**src/verilog/acls_pkg.sv**
```systemverilog
// ----------------------------------------------------------------------------
// Package for the audio configuration and link status register pair
// ----------------------------------------------------------------------------
// Holds register offsets, bit positions, reset values and carrier structs.
// Assumes an 8-bit register address space reached through a simple port.
package acls_pkg;

  // --------------------------------------------------------------------------
  // Register offsets
  // --------------------------------------------------------------------------
  localparam logic [7:0] ADDR_AUDIO_CONFIGURATION = 8'h55;
  localparam logic [7:0] ADDR_LINK_AND_INPUT_STATUS = 8'h5a;

  // --------------------------------------------------------------------------
  // Reset values and write mask
  // --------------------------------------------------------------------------
  localparam logic [7:0] RESET_AUDIO_CONFIGURATION = 8'h0c;
  localparam logic [7:0] RESET_LINK_AND_INPUT_STATUS = 8'h00;
  localparam logic [7:0] AUDIO_CFG_WRITE_MASK = 8'hcf;  // Bits 5:4 reserved
  localparam logic [7:0] READ_UNMAPPED = 8'h00;
  localparam logic [1:0] PORT_MODE_IDLE = 2'h0;

  // --------------------------------------------------------------------------
  // Audio configuration bit positions
  // --------------------------------------------------------------------------
  localparam int CFG_TDM_TO_PARALLEL = 7;
  localparam int CFG_HDMI_I2S_OUT = 6;
  localparam int CFG_RESET_ON_TYPE = 3;
  localparam int CFG_RESET_ON_AUDIO_INFOFRAME = 2;
  localparam int CFG_RESET_ON_VIDEO_INFOFRAME = 1;
  localparam int CFG_RESET_ON_CLOCK_REGEN = 0;

  // --------------------------------------------------------------------------
  // Audio source selection encodings
  // --------------------------------------------------------------------------
  localparam logic AUDIO_SOURCE_HDMI = 1'b0;
  localparam logic AUDIO_SOURCE_LOCAL = 1'b1;

  // --------------------------------------------------------------------------
  // Carriers
  // --------------------------------------------------------------------------
  // Raw status levels from the link and HDMI receiver logic
  typedef struct packed {
    logic downstream_link_ready;
    logic serial_transmit_active;
    logic [1:0] serial_port_mode;
    logic tmds_data_recovered;
    logic hdmi_pll_locked;
    logic hdmi_clock_present;
    logic input_frequency_settled;
  } acls_status_t;

  // Metadata reports from the HDMI packet decoder, each with its strobe
  typedef struct packed {
    logic type_valid;
    logic [3:0] audio_type;
    logic aif_valid;
    logic [7:0] aif_checksum;
    logic avi_valid;
    logic [7:0] avi_checksum;
    logic acr_valid;
    logic [19:0] acr_n;
    logic [19:0] acr_cts;
  } acls_meta_t;

endpackage

```
**src/verilog/acls_regs.sv**
```systemverilog
// ----------------------------------------------------------------------------
// Audio configuration and link / input status register pair
// ----------------------------------------------------------------------------
// Register port is synchronous to clk (the serial control bus front end).
// Status levels come from other clock domains; metadata reports from clk logic.
//
// Operation
// RULE_01: Bit 7 enables TDM conversion and its clock
// RULE_02: Bit 6 drives HDMI audio on I2S pins
// RULE_03: Bit 3 resets FIFO on audio type change
// RULE_04: Bit 2 resets FIFO on audio infoframe change
// RULE_05: Bit 1 resets FIFO on video infoframe change
// RULE_06: Bit 0 resets FIFO on N/CTS change
// RULE_07: Status 7 shows downstream link ready
// RULE_08: Status 6 shows transmitter active, receiver locked
// RULE_09: Status 5:4 show port mode when transmitting
// RULE_10: Status 3 shows TMDS data recovered
// RULE_11: Status 2 shows HDMI PLL locked
// RULE_12: Status 0 shows input frequency stable
// RULE_13: Source select picks HDMI or local I2S audio
// RULE_14: Status 1 shows no HDMI clock present
`timescale 1ns/1ps

module acls_regs (
  // Clock and reset
  input wire logic clk,
  input wire logic rst,
  // Register port
  input wire logic [7:0] reg_addr,
  input wire logic reg_write,
  input wire logic [7:0] reg_wdata,
  input wire logic reg_read,
  output logic [7:0] reg_rdata,
  output logic reg_rvalid,
  // Status levels from other domains
  input wire acls_pkg::acls_status_t status_in,
  // Metadata reports and audio source selection
  input wire acls_pkg::acls_meta_t meta_in,
  input wire logic audio_source_local,
  // Audio path controls
  output logic tdm_conversion_enable,
  output logic audio_clock_from_tdm,
  output logic hdmi_i2s_output_enable,
  output logic audio_from_local_pins,
  output logic audio_fifo_reset
);

  // --------------------------------------------------------------------------
  // Change detection
  // --------------------------------------------------------------------------
  // A report counts only when enabled and a previous report exists to compare
  function automatic logic changed(input logic enable, input logic strobe, input logic seen,
                                   input logic differs);
    changed = enable & strobe & seen & differs;
  endfunction

  // --------------------------------------------------------------------------
  // State
  // --------------------------------------------------------------------------
  logic [7:0] audio_configuration;
  acls_pkg::acls_status_t sync_stage1;
  acls_pkg::acls_status_t sync_stage2;
  logic [7:0] link_and_input_status;
  logic [3:0] last_type;
  logic [7:0] last_aif;
  logic [7:0] last_avi;
  logic [39:0] last_acr;
  logic [3:0] seen;

  // --------------------------------------------------------------------------
  // Decode and selection
  // --------------------------------------------------------------------------
  wire cfg_hit = reg_addr == acls_pkg::ADDR_AUDIO_CONFIGURATION;
  wire sts_hit = reg_addr == acls_pkg::ADDR_LINK_AND_INPUT_STATUS;
  wire [7:0] next_audio_configuration = reg_wdata & acls_pkg::AUDIO_CFG_WRITE_MASK;
  wire [7:0] next_rdata = cfg_hit ? audio_configuration :
                          sts_hit ? link_and_input_status : acls_pkg::READ_UNMAPPED;
  // Transmit status needs a valid input and a settled link
  wire tx_shown = sync_stage2.serial_transmit_active & sync_stage2.tmds_data_recovered
                  & sync_stage2.downstream_link_ready;  // [RULE_08]
  wire [1:0] mode_shown = tx_shown ? sync_stage2.serial_port_mode : acls_pkg::PORT_MODE_IDLE;  // [RULE_09]
  wire [7:0] next_status = {sync_stage2.downstream_link_ready,  // [RULE_07]
                            tx_shown,
                            mode_shown,
                            sync_stage2.tmds_data_recovered,  // [RULE_10]
                            sync_stage2.hdmi_pll_locked,  // [RULE_11]
                            ~sync_stage2.hdmi_clock_present,  // [RULE_14]
                            sync_stage2.input_frequency_settled};  // [RULE_12]
  wire [39:0] acr_now = {meta_in.acr_n, meta_in.acr_cts};
  wire type_chg = changed(audio_configuration[acls_pkg::CFG_RESET_ON_TYPE], meta_in.type_valid, seen[0],
                          meta_in.audio_type != last_type);  // [RULE_03]
  wire aif_chg = changed(audio_configuration[acls_pkg::CFG_RESET_ON_AUDIO_INFOFRAME], meta_in.aif_valid,
                         seen[1], meta_in.aif_checksum != last_aif);  // [RULE_04]
  wire avi_chg = changed(audio_configuration[acls_pkg::CFG_RESET_ON_VIDEO_INFOFRAME], meta_in.avi_valid,
                         seen[2], meta_in.avi_checksum != last_avi);  // [RULE_05]
  wire acr_chg = changed(audio_configuration[acls_pkg::CFG_RESET_ON_CLOCK_REGEN], meta_in.acr_valid,
                         seen[3], acr_now != last_acr);  // [RULE_06]
  wire next_fifo_reset = type_chg | aif_chg | avi_chg | acr_chg;
  // I2S output of HDMI audio is only honoured with HDMI as the source
  wire next_i2s_out = audio_configuration[acls_pkg::CFG_HDMI_I2S_OUT]
                      & (audio_source_local == acls_pkg::AUDIO_SOURCE_HDMI);  // [RULE_02]

  // --------------------------------------------------------------------------
  // Configuration register and register reads
  // --------------------------------------------------------------------------
  // Read data lands one cycle after the read strobe
  always_ff @(posedge clk or posedge rst) begin
    if (rst) begin
      audio_configuration <= acls_pkg::RESET_AUDIO_CONFIGURATION;
      reg_rdata <= acls_pkg::READ_UNMAPPED;
      reg_rvalid <= 1'b0;
    end else begin
      if (reg_write && cfg_hit) begin
        audio_configuration <= next_audio_configuration;
      end
      reg_rdata <= reg_read ? next_rdata : acls_pkg::READ_UNMAPPED;
      reg_rvalid <= reg_read;
    end
  end

  // --------------------------------------------------------------------------
  // Status synchronisers
  // --------------------------------------------------------------------------
  // Two flops per level; port mode bits may tear for one cycle on a change
  always_ff @(posedge clk or posedge rst) begin
    if (rst) begin
      sync_stage1 <= '0;
      sync_stage2 <= '0;
      link_and_input_status <= acls_pkg::RESET_LINK_AND_INPUT_STATUS;
    end else begin
      sync_stage1 <= status_in;
      sync_stage2 <= sync_stage1;
      link_and_input_status <= next_status;
    end
  end

  // --------------------------------------------------------------------------
  // Metadata history
  // --------------------------------------------------------------------------
  // The first report after reset only primes the history, no FIFO reset
  always_ff @(posedge clk or posedge rst) begin
    if (rst) begin
      last_type <= '0;
      last_aif <= '0;
      last_avi <= '0;
      last_acr <= '0;
      seen <= '0;
    end else begin
      if (meta_in.type_valid) last_type <= meta_in.audio_type;
      if (meta_in.aif_valid) last_aif <= meta_in.aif_checksum;
      if (meta_in.avi_valid) last_avi <= meta_in.avi_checksum;
      if (meta_in.acr_valid) last_acr <= acr_now;
      seen <= seen | {meta_in.acr_valid, meta_in.avi_valid, meta_in.aif_valid, meta_in.type_valid};
    end
  end

  // --------------------------------------------------------------------------
  // Audio path outputs
  // --------------------------------------------------------------------------
  always_ff @(posedge clk or posedge rst) begin
    if (rst) begin
      tdm_conversion_enable <= 1'b0;
      audio_clock_from_tdm <= 1'b0;
      hdmi_i2s_output_enable <= 1'b0;
      audio_from_local_pins <= 1'b0;
      audio_fifo_reset <= 1'b0;
    end else begin
      tdm_conversion_enable <= audio_configuration[acls_pkg::CFG_TDM_TO_PARALLEL];  // [RULE_01]
      audio_clock_from_tdm <= audio_configuration[acls_pkg::CFG_TDM_TO_PARALLEL];  // [RULE_01]
      hdmi_i2s_output_enable <= next_i2s_out;
      audio_from_local_pins <= audio_source_local;  // [RULE_13]
      audio_fifo_reset <= next_fifo_reset;
    end
  end
endmodule  // acls_regs

```
**config.mk**
```make
export PLATFORM = sky130hd
export DESIGN_NAME = acls_regs
export DESIGN_NICKNAME = d
export VERILOG_FILES = /design/src/verilog/acls_pkg.sv /design/src/verilog/acls_regs.sv
export SDC_FILE = /design/constraint.sdc
export NUM_CORES = 1
export LEC_CHECK = 0
export BUFFER_PORTS_ARGS = -buffer_cell sky130_fd_sc_hd__buf_2
export CORE_ASPECT_RATIO = 0.5
export CORE_UTILIZATION = 57
export DETAILED_ROUTE_END_ITERATION = 10
export PLACE_DENSITY = 0.89
export SYNTH_ARGS = -nofsm -noshare
export SYNTH_HDL_FRONTEND = slang
export SYNTH_SLANG_ARGS = --single-unit
```
**constraint.sdc**
```tcl
create_clock -name clk -period 8 [get_ports clk]
set_clock_uncertainty 0.05 [all_clocks]
set_input_delay 1.6 -clock clk [delete_from_list [all_inputs] [get_ports clk]]
set_output_delay 1.6 -clock clk [all_outputs]
set_load 0.02 [all_outputs]
```
# After elaboration in Yosys (flattened, before gate mapping)

Cells that the tools add are included.

Flip-flop bits (word level): 107

Multiplexer cells: 4
Bitwise logic cells: 21
Reduce and logical (&&, ||, !) cells: 1
Equality and inequality tests: 6

Operators by type and width:

| cell                                          | number |
|---|---|
| != test 40 bit                                | 1 |
| 2-to-1 mux 8 bit                              | 3 |
| == test 8 x 7 -> 1 bit, second input constant | 2 |
| != test 8 bit                                 | 2 |
| AND 1 bit                                     | 15 |
| != test 4 bit                                 | 1 |
| bitwise OR 4 bit                              | 1 |
| bitwise OR 1 bit                              | 3 |
| 2-to-1 mux 2 bit                              | 1 |
| NOT 1 bit                                     | 2 |
| logical AND 1 bit                             | 1 |

# Depth between registers and ports, before layout

Gate-level depths: netlist of the first run.

Depth in word-level cells: 6
Mapped depth: 5

# Worst setup path before layout of the first run

No wires, ideal clock.

Path type: input-to-reg
Start point: input reg_addr[7]
End point: register audio_configuration[0]
Library setup time: 0.125 ns
Arrival time: 2.433 ns
Cell stages on the path: 4
Path slack: 5.392 ns
Buffers on the path: 0
Cell sequence: nand4bb_4 > nor2_4 > nand2_4 > mux2_4

Cells in the longest elaborated chain, start to end: 2

RTL lines:

| element                | RTL line         | RTL |
|---|---|---|
| start, declared        | acls_regs.sv:29  | `input wire logic [7:0] reg_addr,` |
| == test 8 x 7 -> 1 bit | acls_regs.sv:73  | `wire cfg_hit = reg_addr == acls_pkg::ADDR_AUDIO_CONFIGURATION;` |
| logical AND 1 bit      | acls_regs.sv:113 | `if (reg_write && cfg_hit) begin` |
| end signal, assigned   | acls_regs.sv:109 | `audio_configuration <= acls_pkg::RESET_AUDIO_CONFIGURATION;` |
| end signal, assigned   | acls_regs.sv:114 | `audio_configuration <= next_audio_configuration;` |
| end, declared          | acls_regs.sv:60  | `logic [7:0] audio_configuration;` |

Every way passes these cells.
A chain may end at the register's enable or synchronous reset.

# Final worst setup path of the first run

Start point: input meta_in[9] (netlist bit)
End point: register audio_fifo_reset

Cells in the longest elaborated chain, start to end: 3

RTL lines:

| element                   | RTL line         | RTL |
|---|---|---|
| start, declared           | acls_regs.sv:38  | `input wire acls_pkg::acls_meta_t meta_in,` |
| != test 40 bit            | acls_regs.sv:97  | `seen[3], acr_now != last_acr);` |
| AND 1 bit                 | acls_regs.sv:54  | `changed = enable & strobe & seen & differs;` |
| bitwise OR 1 bit          | acls_regs.sv:98  | `wire next_fifo_reset = type_chg \| aif_chg \| avi_chg \| acr_chg;` |
| named net next_fifo_reset | acls_regs.sv:98  |  |
| end signal, assigned      | acls_regs.sv:172 | `audio_fifo_reset <= next_fifo_reset;` |
| end, declared             | acls_regs.sv:45  | `output logic audio_fifo_reset` |

The timed path passes the listed nets, and every way through them passes these cells.

==> reports/summary.txt, run 1 <==
run status -> finished clean
share of synthesized registers carrying an async set or reset -> 100%
crit path DAT -> 2830 ps
clock latency on the worst-skew pair -> 340 ps
initial drt markers -> 80
net count reported at finish -> 495
required arrival time at the worst endpoint -> 8180 ps
count of final max-slew check failures -> 0
relative area change from synthesis to final layout -> 20.1%
CTS sink count -> 107
CP max-delay cell -> sky130_fd_sc_hd__nor4_1
root cell of the clock tree -> sky130_fd_sc_hd__clkbuf_16
most instantiated library cell after synthesis -> sky130_fd_sc_hd__dfrtp_1
setup-violating endpoint count in the final report -> 0
Reg2Reg Depth -> 5
total die area -> 8110 um^2
layer with the highest usage -> met2
Clock Tree Buf Depth -> 2
met1 Usage GRT -> 25.5%
post-route standard cell area excluding fillers -> 5290 um^2
proportion of layout cells with a drive suffix above 1 -> 48.4%
share of total power in combinational logic -> 12.0%
critical path class -> in2reg
TritonCTS clock tree -> yes
dominant cells by area after synthesis -> sky130_fd_sc_hd__dfrtp_1, sky130_fd_sc_hd__mux2_2, sky130_fd_sc_hd__xnor2_1, sky130_fd_sc_hd__nand4_1, sky130_fd_sc_hd__mux2_4
Synth top cells by count -> sky130_fd_sc_hd__dfrtp_1, sky130_fd_sc_hd__mux2_2, sky130_fd_sc_hd__xnor2_1
DR WL/cell -> 16.5 um
Synth cell types -> 26
residual DRC count -> 0
Period minus WS final -> 2640 ps
gate family responsible for the most delay along the worst path -> simple AND/OR/NAND/NOR gates
count of buffers from port buffering -> 104
met2 Resource Use GR -> 44.1%
Core ar. -> 7400 um^2
P_leak -> 2.37 nW
vias in the first global route -> 3013
DIE WIDTH -> 126 um
Power per Cell Area -> 218 nW/um^2
Max-slew headroom -> 40.7%
Worst IR Drop VDD -> 0.000141 V
Flop pwr share -> 52.6%
maxcap violations -> 0
global route overflow -> 0
Post-CTS Hold Buffers -> 0
Final period util -> 33.0%
TritonCTS buffer count -> 9
Inserted Diodes -> 0
via count normalized by instance count -> 5.34
initial standard-cell utilization of the core -> 59.5%
count of standard-cell rows -> 22
antenna violations before repair -> 0
CP endpoint kind -> flip-flop
unrepaired setup endpoints after global routing -> false
Antenna Violating Nets Remaining -> 0
number of I/O pins -> 107
gp weighted congestion -> 0.764
number of register bits inferred by synthesis -> 107
clock group share of total power -> 35.3%
class of the tightest hold or removal check -> reg2reg
number of buffer and inverter stages on the critical path -> 1
cts repair resizes -> 0
number of enable-type register cells in the synthesized netlist -> 0
Hold Crit Depth -> 0
via count -> 2684
Total GRT Usage -> 23.5%
post-CTS setup buffer count -> 0
final sum of negative setup slack -> 0 ps
overall routed net length -> 8290 um
stage delay of the slowest cell on the critical path -> 360 ps
cell count after synthesis -> 294
endpoints failing hold -> 0
register area share after synthesis -> 60.8%
TritonRoute pass-1 iters -> 4
total half-perimeter wirelength after legalization and detailed placement -> 5970 um
proportion of netlist area held by the largest area contributor -> 59.6%
netlist area before placement -> 4410 um^2
startpoint type of the worst setup path -> input pin
largest fanout on the critical path -> 2
floorplan die height -> 64.2 um
library cell occupying the most area in the post-synthesis netlist -> sky130_fd_sc_hd__dfrtp_1
register clock-pin slew on the reported worst setup and hold paths -> 70 ps
worst-path cell chain -> buf_2 > xnor2_1 > nand4_1 > nor4_1 > nand4_1 > a41o_1
first-pass GRT wire length -> 14200 um
library cell appearing most often on the critical path -> sky130_fd_sc_hd__nand4_1
maximum number of pins on one net before global-route repair -> 73
Warnings, synthesis -> 0
most frequently used flop master after synthesis -> sky130_fd_sc_hd__dfrtp_1
area of placed instances -> 5020 um^2
actual slew at the worst max-slew pin -> 890 ps
logic depth of the worst setup path including buffers -> 6
global-route track usage on met3 -> 6.53%
Cell Int Power -> 880 uW
number of nets in the synthesized netlist -> 387
switching power total -> 272 uW
switching fraction of total power -> 23.6%
Design Power -> 1.15 mW
highest clock rate -> 378 MHz
number of levels in the clock H-tree -> 3
average size of a mapped cell -> 15.0 um^2
[power by group through the flow]
stage / Combinational (mW) / Sequential, mW / Clock [mW]
2_1_floorplan: 0.0919 / 0.611 / 0
3_3_place_gp: 0.129 / 0.612 / 0
3_5_place_dp: 0.139 / 0.616 / 0
4_1_cts: 0.141 / 0.606 / 0.418
5_1_grt: 0.153 / 0.610 / 0.439
6_report: 0.138 / 0.606 / 0.407
[per-stage QoR]
stage / hold slack (ps) / utilization, % / setup slack (ps) / std cells
floorplan: 281 / - / 3540 / 294
global placement: 286 / 67.8 / 5010 / 487
detailed placement: 296 / 67.8 / 4960 / 487
CTS: 304 / 71.5 / 5330 / 503
global route: 316 / 71.5 / 5200 / 503
finish: 307 / 71.5 / 5360 / 503
[final cells by class]
type                    count  area, um^2
inverters                   2        10.0
well taps                  96         120
fillers                   518        2110
clock inverters             3        23.8
clock buffers              13         250
flip-flops and latches    107        2680
multi-input cells         177        1680
repair buffers            105         528
[per-layer routing]
| layer | vias to the layer above | wire length, um |
|---|---|---|
| met5 | - | 0 |
| met4 | 0 | 163 |
| met3 | 22 | 352 |
| met2 | 71 | 4610 |
| met1 | 1349 | 3160 |
| li1 | 1242 | - |
[sequential cells by signal, summed over array words and instances, names as in the netlist, 4 cells and up]
name                   cells
last_acr                  40
last_aif                   8
last_avi                   8
link_and_input_status      8
reg_rdata                  8
sync_stage1                8
audio_configuration        6
last_type                  4
next_status                4
seen                       4
sync_stage2                4
[logic make-up after synthesis]
logic type,count (synthesis),synth area share [%]
AO/OA/AOI/OAI,9,1.65
XOR/XNOR,60,11.9
buffers and inverters,10,1.05
flip-flops,107,60.8
multiplexers,66,17.4
AND/OR/NAND/NOR,42,7.16
[path summary, 6_finish.rpt]
check,start,to,slack [ps]
hold / removal,next_status[2],link_and_input_status[2],310
min in group asynchronous,rst,last_acr[18],1230
hold reg to reg,next_status[2],link_and_input_status[2],310
max in group asynchronous,rst,reg_rdata[5],5470
setup reg to reg,last_acr[9],audio_fifo_reset,6310
setup / recovery,meta_in[9],audio_fifo_reset,5360
[worst register-to-register path, delay by kind of cell (launching register included)]
kind / cells / cell delay [ps]
AND/OR/NAND/NOR: 3 / 690
flip-flops: 1 / 390
AO/OA/AOI/OAI: 1 / 270
XOR/XNOR: 1 / 180
[cells in the final DEF, fill, tap and decap left out, types with 2 or more instances in the layout]
| cell type | netlist | routed |
|---|---|---|
| sky130_fd_sc_hd__clkbuf_1 | 3 | 3 |
| sky130_fd_sc_hd__and2_1 | 2 | 2 |
| sky130_fd_sc_hd__xnor2_1 | 52 | 52 |
| sky130_fd_sc_hd__and3_1 | 3 | 3 |
| sky130_fd_sc_hd__or2_2 | 4 | 4 |
| sky130_fd_sc_hd__a22oi_1 | 6 | 6 |
| sky130_fd_sc_hd__nand4_1 | 15 | 15 |
| sky130_fd_sc_hd__nor2b_1 | 7 | 7 |
| sky130_fd_sc_hd__buf_2 | 4 | 104 |
| sky130_fd_sc_hd__clkbuf_16 | 0 | 9 |
| sky130_fd_sc_hd__dfrtp_1 | 105 | 105 |
| sky130_fd_sc_hd__xor2_1 | 8 | 8 |
| sky130_fd_sc_hd__mux2_4 | 6 | 6 |
| sky130_fd_sc_hd__clkinvlp_4 | 0 | 2 |
| sky130_fd_sc_hd__nand4bb_1 | 2 | 2 |
| sky130_fd_sc_hd__nor4_1 | 2 | 2 |
| sky130_fd_sc_hd__mux2_2 | 60 | 60 |
| sky130_fd_sc_hd__dfstp_2 | 2 | 2 |
| sky130_fd_sc_hd__nor4_2 | 2 | 2 |
| sky130_fd_sc_hd__o2111ai_1 | 2 | 2 |
No activity file was read; power rests on OpenSTA's default activity.
==> run 2, diff against run 1 <==
--- a/config.mk
+++ b/config.mk
@@ -7,9 +7,9 @@
 export LEC_CHECK = 0
 export BUFFER_PORTS_ARGS = -buffer_cell sky130_fd_sc_hd__buf_2
 export CORE_ASPECT_RATIO = 0.5
-export CORE_UTILIZATION = 57
+export CORE_UTILIZATION = 53
 export DETAILED_ROUTE_END_ITERATION = 10
-export PLACE_DENSITY = 0.89
+export PLACE_DENSITY = 0.84
 export SYNTH_ARGS = -nofsm -noshare
 export SYNTH_HDL_FRONTEND = slang
 export SYNTH_SLANG_ARGS = --single-unit
==> constraint.sdc (replaced) <==
create_clock -name clk -period 2.6 [get_ports clk]
set_clock_uncertainty 0.05 [all_clocks]
set_input_delay 0.52 -clock clk [delete_from_list [all_inputs] [get_ports clk]]
set_output_delay 0.52 -clock clk [all_outputs]
set_load 0.02 [all_outputs]
==> reports/summary.txt, run 2 (synthesis results as in run 1) <==
Total GRT Usage -> 20.2% (-3.3 points)
number of I/O pins -> 107 (unchanged)
required arrival time at the worst endpoint -> 2790 ps (-5390 ps)
count of final max-slew check failures -> 0 (unchanged)
final sum of negative setup slack -> 0 ps (unchanged)
startpoint type of the worst setup path -> flip-flop
library cell appearing most often on the critical path -> sky130_fd_sc_hd__nand4_1
Max-slew headroom -> 38.7% (-2.0 points)
via count normalized by instance count -> 5.04 (-5.6%)
critical path class -> reg2reg
Design Power -> 3.64 mW (+220%)
endpoint of the most critical register-to-register path -> audio_fifo_reset
Antenna Violating Nets Remaining -> 0 (unchanged)
TritonRoute pass-1 iters -> 4 (unchanged)
cts repair resizes -> 0 (unchanged)
total half-perimeter wirelength after legalization and detailed placement -> 6110 um (+2.3%)
root cell of the clock tree -> sky130_fd_sc_hd__clkbuf_16
Cell Count, Final, Fillers Out -> 521 (+3.6%)
metal3 WL -> 298 um (-15%)
run status -> finished clean
Register-to-Register Setup Slack -> 910 ps (-5400 ps)
number of buffer and inverter stages on the critical path -> 0 (-1)
relative area change from synthesis to final layout -> 22.1%
total die area -> 8700 um^2 (+7.4%)
stage delay of the slowest cell on the critical path -> 400 ps (+40 ps)
DR WL/cell -> 15.2 um (-7.6%)
maximum number of pins on one net before global-route repair -> 43 (-41%)
largest fanout on the critical path -> 2 (unchanged)
register clock-pin slew on the reported worst setup and hold paths -> 80 ps (about the same)
antenna violations before repair -> 0 (unchanged)
TritonCTS clock tree -> yes
commonest cells after routing, fill and taps aside -> sky130_fd_sc_hd__dfrtp_1, sky130_fd_sc_hd__buf_2, sky130_fd_sc_hd__mux2_2
Critical Path Source -> last_acr[9]
worst-path cell chain -> xnor2_1 > nand4_1 > nor4_1 > nand4_1 > a41o_1
net count reported at finish -> 497 (+0.40%)
P_leak -> 2.40 nW (+1.5%)
Period minus WS final -> 1690 ps
initial standard-cell utilization of the core -> 54.9% (-4.6 points)
gate family responsible for the most delay along the worst path -> simple AND/OR/NAND/NOR gates
top layer in use -> met4
crit path DAT -> 1870 ps (-960 ps)
Core ar. -> 8030 um^2 (+8.4%)
unrepaired setup endpoints after global routing -> false
overall routed net length -> 7930 um (-4.3%)
routed length on met1 -> 3150 um (-0.51%)
proportion of layout cells with a drive suffix above 1 -> 49.4% (+0.99 points)
clock latency on the worst-skew pair -> 350 ps (about the same)
Core Util, Final -> 67.0% (-4.5 points)
Power per Cell Area -> 677 nW/um^2 (+210%)
cell count after placement -> 505 (+3.7%)
largest register by flop count -> last_acr
vias in the first global route -> 2797 (-7.2%)
beginning of the worst register-to-register path -> last_acr[9]
Reg2Reg Depth -> 5 (unchanged)
flip-flop count of the largest register after layout -> 40 (unchanged)
Worst IR Drop VDD -> 0.000503 V (+260%)
via count -> 2625 (-2.2%)
initial drt markers -> 95 (+19%)
logic depth of the worst setup path including buffers -> 5 (-1)
most common cell after layout, fill and taps aside -> sky130_fd_sc_hd__dfrtp_1
Final period util -> 64.8%
crit path capture -> audio_fifo_reset
residual DRC count -> 0 (unchanged)
highest clock rate -> 593 MHz
global route overflow -> 0 (unchanged)
count of buffers from port buffering -> 104 (unchanged)
met2 wirelength from detailed routing -> 4370 um (-5.2%)
CTS sink count -> 107 (unchanged)
endpoints failing hold -> 0 (unchanged)
Post-CTS Hold Buffers -> 0 (unchanged)
count of standard-cell rows -> 23 (+4.5%)
first-pass GRT wire length -> 12800 um (-10%)
gp weighted congestion -> 0.757 (-0.84%)
CP endpoint kind -> flip-flop
setup-violating endpoint count in the final report -> 0 (unchanged)
number of levels in the clock H-tree -> 3 (unchanged)
maxcap violations -> 0 (unchanged)
post-CTS setup buffer count -> 0 (unchanged)
Inserted Diodes -> 0 (unchanged)
actual slew at the worst max-slew pin -> 919 ps (+29.4 ps)
DIE WIDTH -> 131 um (+3.6%)
Clock Tree Buf Depth -> 2 (unchanged)
class of the tightest hold or removal check -> in2async
floorplan die height -> 66.5 um (+3.6%)
TritonCTS buffer count -> 9 (unchanged)
CP max-delay cell -> sky130_fd_sc_hd__dfrtp_1
==> run 2: changes by cell type in the layout (fill, tap and decap cells not counted) <==
cell | previous run | this run
sky130_fd_sc_hd__clkbuf_1 | 3 | 0
sky130_fd_sc_hd__clkinv_8 | 0 | 2
sky130_fd_sc_hd__buf_12 | 0 | 1
sky130_fd_sc_hd__buf_4 | 1 | 2
sky130_fd_sc_hd__clkbuf_8 | 1 | 0
sky130_fd_sc_hd__clkinv_4 | 0 | 1
sky130_fd_sc_hd__clkinvlp_4 | 2 | 1
sky130_fd_sc_hd__inv_12 | 0 | 1
sky130_fd_sc_hd__inv_4 | 1 | 0
sky130_fd_sc_hd__inv_6 | 1 | 2
sky130_fd_sc_hd__inv_8 | 0 | 1
==> run 2: worst min-delay path by stage <==
stage | slack (ps) | to | from | cells past startpoint
global route | 210 | sync_stage1[0] | status_in[0] | 1
finish | 220 | last_acr[8] | rst | 2
floorplan | 280 | link_and_input_status[0] | next_status[0] | 0
global placement | 280 | sync_stage2[5] | sync_stage1[5] | 0
CTS | 210 | sync_stage1[1] | status_in[1] | 1
detailed placement | 280 | sync_stage2[4] | sync_stage1[4] | 0
==> run 2: area by class of cell <==
class                   instances  area (um^2)
flip-flops and latches        107         2680
repair buffers                107          556
fillers                       583         2650
well taps                     112          140
inverters                       2         11.3
clock inverters                 7         86.3
multi-input cells             177         1680
clock buffers                   9          225
==> run 2: power breakdown <==
part	internal, mW	switching (mW)
registers	1.78	0.0763
clock network	0.694	0.659
logic	0.245	0.180
total	2.72	0.915
==> run 2: per-stage QoR <==
step | setup slack, ps | area [um^2] | hold slack, ps
floorplan | 744 | 4410 | 281
global placement | 726 | 5070 | 282
detailed placement | 679 | 5070 | 285
CTS | 878 | 5380 | 214
global route | 744 | 5380 | 208
finish | 915 | 5380 | 218
==> run 2: metal layers <==
layer	track usage, %	vias to the layer above
li1	-	1246
met1	22.0	1308
met2	38.3	58
met3	5.38	13
met4	6.90	0
met5	0	-
==> run 3, diff against run 2 <==
--- a/config.mk
+++ b/config.mk
@@ -5,11 +5,12 @@
 export SDC_FILE = /design/constraint.sdc
 export NUM_CORES = 1
 export LEC_CHECK = 0
+export ABC_AREA = 1
 export BUFFER_PORTS_ARGS = -buffer_cell sky130_fd_sc_hd__buf_2
 export CORE_ASPECT_RATIO = 0.5
-export CORE_UTILIZATION = 53
+export CORE_UTILIZATION = 54
 export DETAILED_ROUTE_END_ITERATION = 10
-export PLACE_DENSITY = 0.84
+export PLACE_DENSITY = 0.85
 export SYNTH_ARGS = -nofsm -noshare
 export SYNTH_HDL_FRONTEND = slang
 export SYNTH_SLANG_ARGS = --single-unit
==> constraint.sdc (replaced) <==
create_clock -name clk -period 1.59 [get_ports clk]
set_clock_uncertainty 0.05 [all_clocks]
set_input_delay 0.318 -clock clk [delete_from_list [all_inputs] [get_ports clk]]
set_output_delay 0.318 -clock clk [all_outputs]
set_load 0.02 [all_outputs]
==> reports/summary.txt, run 3 <==
run status -> finished, violations left
violated checks -> hold timing
net count reported at finish -> 726 (+46%)
smallest setup slack after layout -> 243 ps (-672 ps)
library cell occupying the most area in the post-synthesis netlist -> sky130_fd_sc_hd__dfrtp_1
Power per Cell Area -> 1030 nW/um^2 (+53%)
Final period util -> 84.7% (+20 points)
floorplan die height -> 67.8 um (+1.9%)
maximum number of pins on one net before global-route repair -> 67 (+56%)
stage delay of the slowest cell on the critical path -> 400 ps (about the same)
Critical Path Source -> last_acr[29]
Warnings, synthesis -> 0 (unchanged)
via count -> 3469 (+32%)
library cell appearing most often on the critical path -> sky130_fd_sc_hd__nand2_1
via count normalized by instance count -> 4.63 (-8.2%)
number of levels in the clock H-tree -> 3 (unchanged)
actual slew at the worst max-slew pin -> 458 ps (-461 ps)
area of placed instances -> 5350 um^2 (+5.5%)
switching fraction of total power -> 25.3% (+0.16 points)
Flop pwr share -> 51.7% (+0.6 points)
Max-slew headroom -> 69.4% (+31 points)
Cell Int Power -> 4.34 mW (+60%)
DR WL/cell -> 11.8 um (-23%)
first-pass GRT wire length -> 14400 um (+13%)
met1 Usage GRT -> 25.7% (+3.7 points)
P_leak -> 3.02 nW (+26%)
share of total power in combinational logic -> 12.3% (+0.6 points)
root cell of the clock tree -> sky130_fd_sc_hd__clkbuf_16
TritonCTS clock tree -> yes
crit path capture -> audio_fifo_reset
Worst IR Drop VDD -> 0.000607 V (+21%)
Post-CTS Hold Buffers -> 0 (unchanged)
gp weighted congestion -> 0.748 (-1.3%)
most common cell after layout, fill and taps aside -> sky130_fd_sc_hd__nand2_1
register area share after synthesis -> 57.4% (-3.4 points)
setup-violating endpoint count in the final report -> 0 (unchanged)
global-route track usage on met3 -> 7.06% (+1.7 points)
CP max-delay cell -> sky130_fd_sc_hd__dfrtp_1
initial drt markers -> 148 (+56%)
CTS sink count -> 107 (unchanged)
Core ar. -> 8200 um^2 (+2.2%)
average size of a mapped cell -> 8.91 um^2 (-41%)
endpoints failing hold -> 3 (+3)
initial standard-cell utilization of the core -> 56.9% (+2.1 points)
largest fanout on the critical path -> 2 (unchanged)
startpoint type of the worst setup path -> flip-flop
beginning of the worst register-to-register path -> last_acr[29]
proportion of layout cells with a drive suffix above 1 -> 22.1% (-27 points)
Antenna Violating Nets Remaining -> 0 (unchanged)
crit path DAT -> 1540 ps (-330 ps)
Period minus WS final -> 1350 ps (-338 ps)
relative area change from synthesis to final layout -> 20.5%
register area -> 2680 um^2 (unchanged)
flip-flop count of the largest register after layout -> 40 (unchanged)
Synth top cells by count -> sky130_fd_sc_hd__nand2_1, sky130_fd_sc_hd__dfrtp_1, sky130_fd_sc_hd__inv_1
switching power total -> 1.47 mW (+61%)
total die area -> 9050 um^2 (+3.9%)
post-route standard cell area excluding fillers -> 5630 um^2 (+4.6%)
cts repair resizes -> 0 (unchanged)
register clock-pin slew on the reported worst setup and hold paths -> 70 ps (about the same)
count of final max-slew check failures -> 0 (unchanged)
number of register bits inferred by synthesis -> 107 (unchanged)
number of I/O pins -> 107 (unchanged)
Inserted Diodes -> 0 (unchanged)
final-layout worst hold slack -> -9.65 ps (-227 ps)
required arrival time at the worst endpoint -> 1780 ps (-1010 ps)
Register-to-Register Setup Slack -> 240 ps (-670 ps)
most frequently used flop master after synthesis -> sky130_fd_sc_hd__dfrtp_1
post-CTS setup buffer count -> 0 (unchanged)
netlist area before placement -> 4670 um^2 (+6.0%)
total half-perimeter wirelength after legalization and detailed placement -> 6450 um (+5.5%)
CP endpoint kind -> flip-flop
area of the multi-input gates -> 1750 um^2 (+4.1%)
maxcap violations -> 0 (unchanged)
antenna violations before repair -> 0 (unchanged)
endpoint of the most critical register-to-register path -> audio_fifo_reset
count of buffers from port buffering -> 104 (unchanged)
critical path class -> reg2reg
overall routed net length -> 8830 um (+11%)
proportion of netlist area held by the largest area contributor -> 56.3% (-3.4 points)
clock latency on the worst-skew pair -> 350 ps (about the same)
commonest cells after routing, fill and taps aside -> sky130_fd_sc_hd__nand2_1, sky130_fd_sc_hd__dfrtp_1, sky130_fd_sc_hd__buf_2
Reg2Reg Depth -> 8 (+3)
largest register by flop count -> last_acr
share of synthesized registers carrying an async set or reset -> 100% (unchanged)
vias in the first global route -> 3242 (+16%)
count of filler cells inserted in the layout -> 659 (+13%)
residual DRC count -> 0 (unchanged)
worst-path cell chain -> xnor2_1 > nand2_1 > nor2_1 > nand2_1 > nor2_1 > nand3_1 > nand2_1 > nand2_1
Synth cell types -> 22 (-15%)
number of nets in the synthesized netlist -> 617 (+59%)
class of the tightest hold or removal check -> in2async
count of standard-cell rows -> 23 (unchanged)
Core Util, Final -> 68.6% (+1.6 points)
Total GRT Usage -> 21.1% (+0.93 points)
minimum setup slack after placement -> 90.3 ps (-589 ps)
highest clock rate -> 742 MHz (+25%)
clock group share of total power -> 35.9% (-1.3 points)
number of enable-type register cells in the synthesized netlist -> 0 (unchanged)
dominant cells by area after synthesis -> sky130_fd_sc_hd__dfrtp_1, sky130_fd_sc_hd__nand2_1, sky130_fd_sc_hd__xnor2_1, sky130_fd_sc_hd__inv_1, sky130_fd_sc_hd__o21ai_1
layer with the highest usage -> met2
Design Power -> 5.82 mW (+60%)
met2 Resource Use GR -> 36.3% (-2.0 points)
global route overflow -> 0 (unchanged)
TritonRoute pass-1 iters -> 5 (+1)
TritonCTS buffer count -> 9 (unchanged)
cell count after synthesis -> 524 (+78%)
Clock Tree Buf Depth -> 2 (unchanged)
most instantiated library cell after synthesis -> sky130_fd_sc_hd__nand2_1
unrepaired setup endpoints after global routing -> false
DIE WIDTH -> 134 um (+2.0%)
[run 3: changes by cell type after synthesis, sizes merged, moves of 7 or more]
| cell | previous run | this run |
|---|---|---|
| nor2 | 2 | 26 |
| nand2 | 1 | 241 |
| inv | 2 | 51 |
| nor2b | 7 | 0 |
| mux2 | 66 | 6 |
| o21ai | 0 | 18 |
| xor2 | 8 | 0 |
| xnor2 | 52 | 44 |
| nand4 | 15 | 6 |
[run 3: kinds of logic (layout without fill, tap and decap cells)]
family	after synthesis	count (layout)	synth area share (%)
compound gates	24	24	2.57
xor+xnor	44	44	8.25
buf+inv	62	176	5.17
flops	107	107	57.4
mux	6	6	1.93
simple gates	281	281	24.7
[run 3: final cells by class]
| type | count | area share (%) |
|---|---|---|
| Clock buffer | 12 | 4.38 |
| Clock inverter | 4 | 0.600 |
| Inverter | 51 | 3.47 |
| Multi-Input combinational cell | 355 | 31.1 |
| Sequential cell | 107 | 47.6 |
| Tap cell | 112 | 2.49 |
| Timing Repair Buffer | 109 | 10.4 |
[run 3: layer usage]
metal	up-vias	part of all wire, %
met5	-	0
met4	0	1.6
li1	1794	-
met1	1587	45
met3	12	5.2
met2	76	48
[run 3: how the worst min path moves through the flow]
stage                     depth (start not counted)  slack (ps)                  endpoint
after global placement                            0         280            sync_stage2[4]
final                                             3         -10              last_acr[34]
after global routing                              1           1            sync_stage1[5]
after CTS                                         3         0.7              last_acr[34]
after detailed placement                          0         280            next_status[0]
after floorplan                                   0         280  link_and_input_status[0]
[run 3: worst max-delay path, delay by kind of cell, from the launching register on]
family,cells,cell delay (ps)
simple gates,7,620
flops,1,400
xor+xnor,1,160
[run 3: stage by stage]
step	TNS [ps]	cells
final	0	750
after global routing	0	750
after CTS	0	750
after detailed placement	0	734
after global placement	0	734
after floorplan	-6710	524
[run 3: power by group through the flow]
stage                     sequential (mW)  clock (mW)  combinational (mW)
after floorplan                      3.05           0               0.458
after global placement               3.05           0               0.702
after detailed placement             3.06           0               0.727
after CTS                            3.01        2.14               0.731
after global routing                 3.03        2.25               0.828
final                                3.01        2.09               0.718
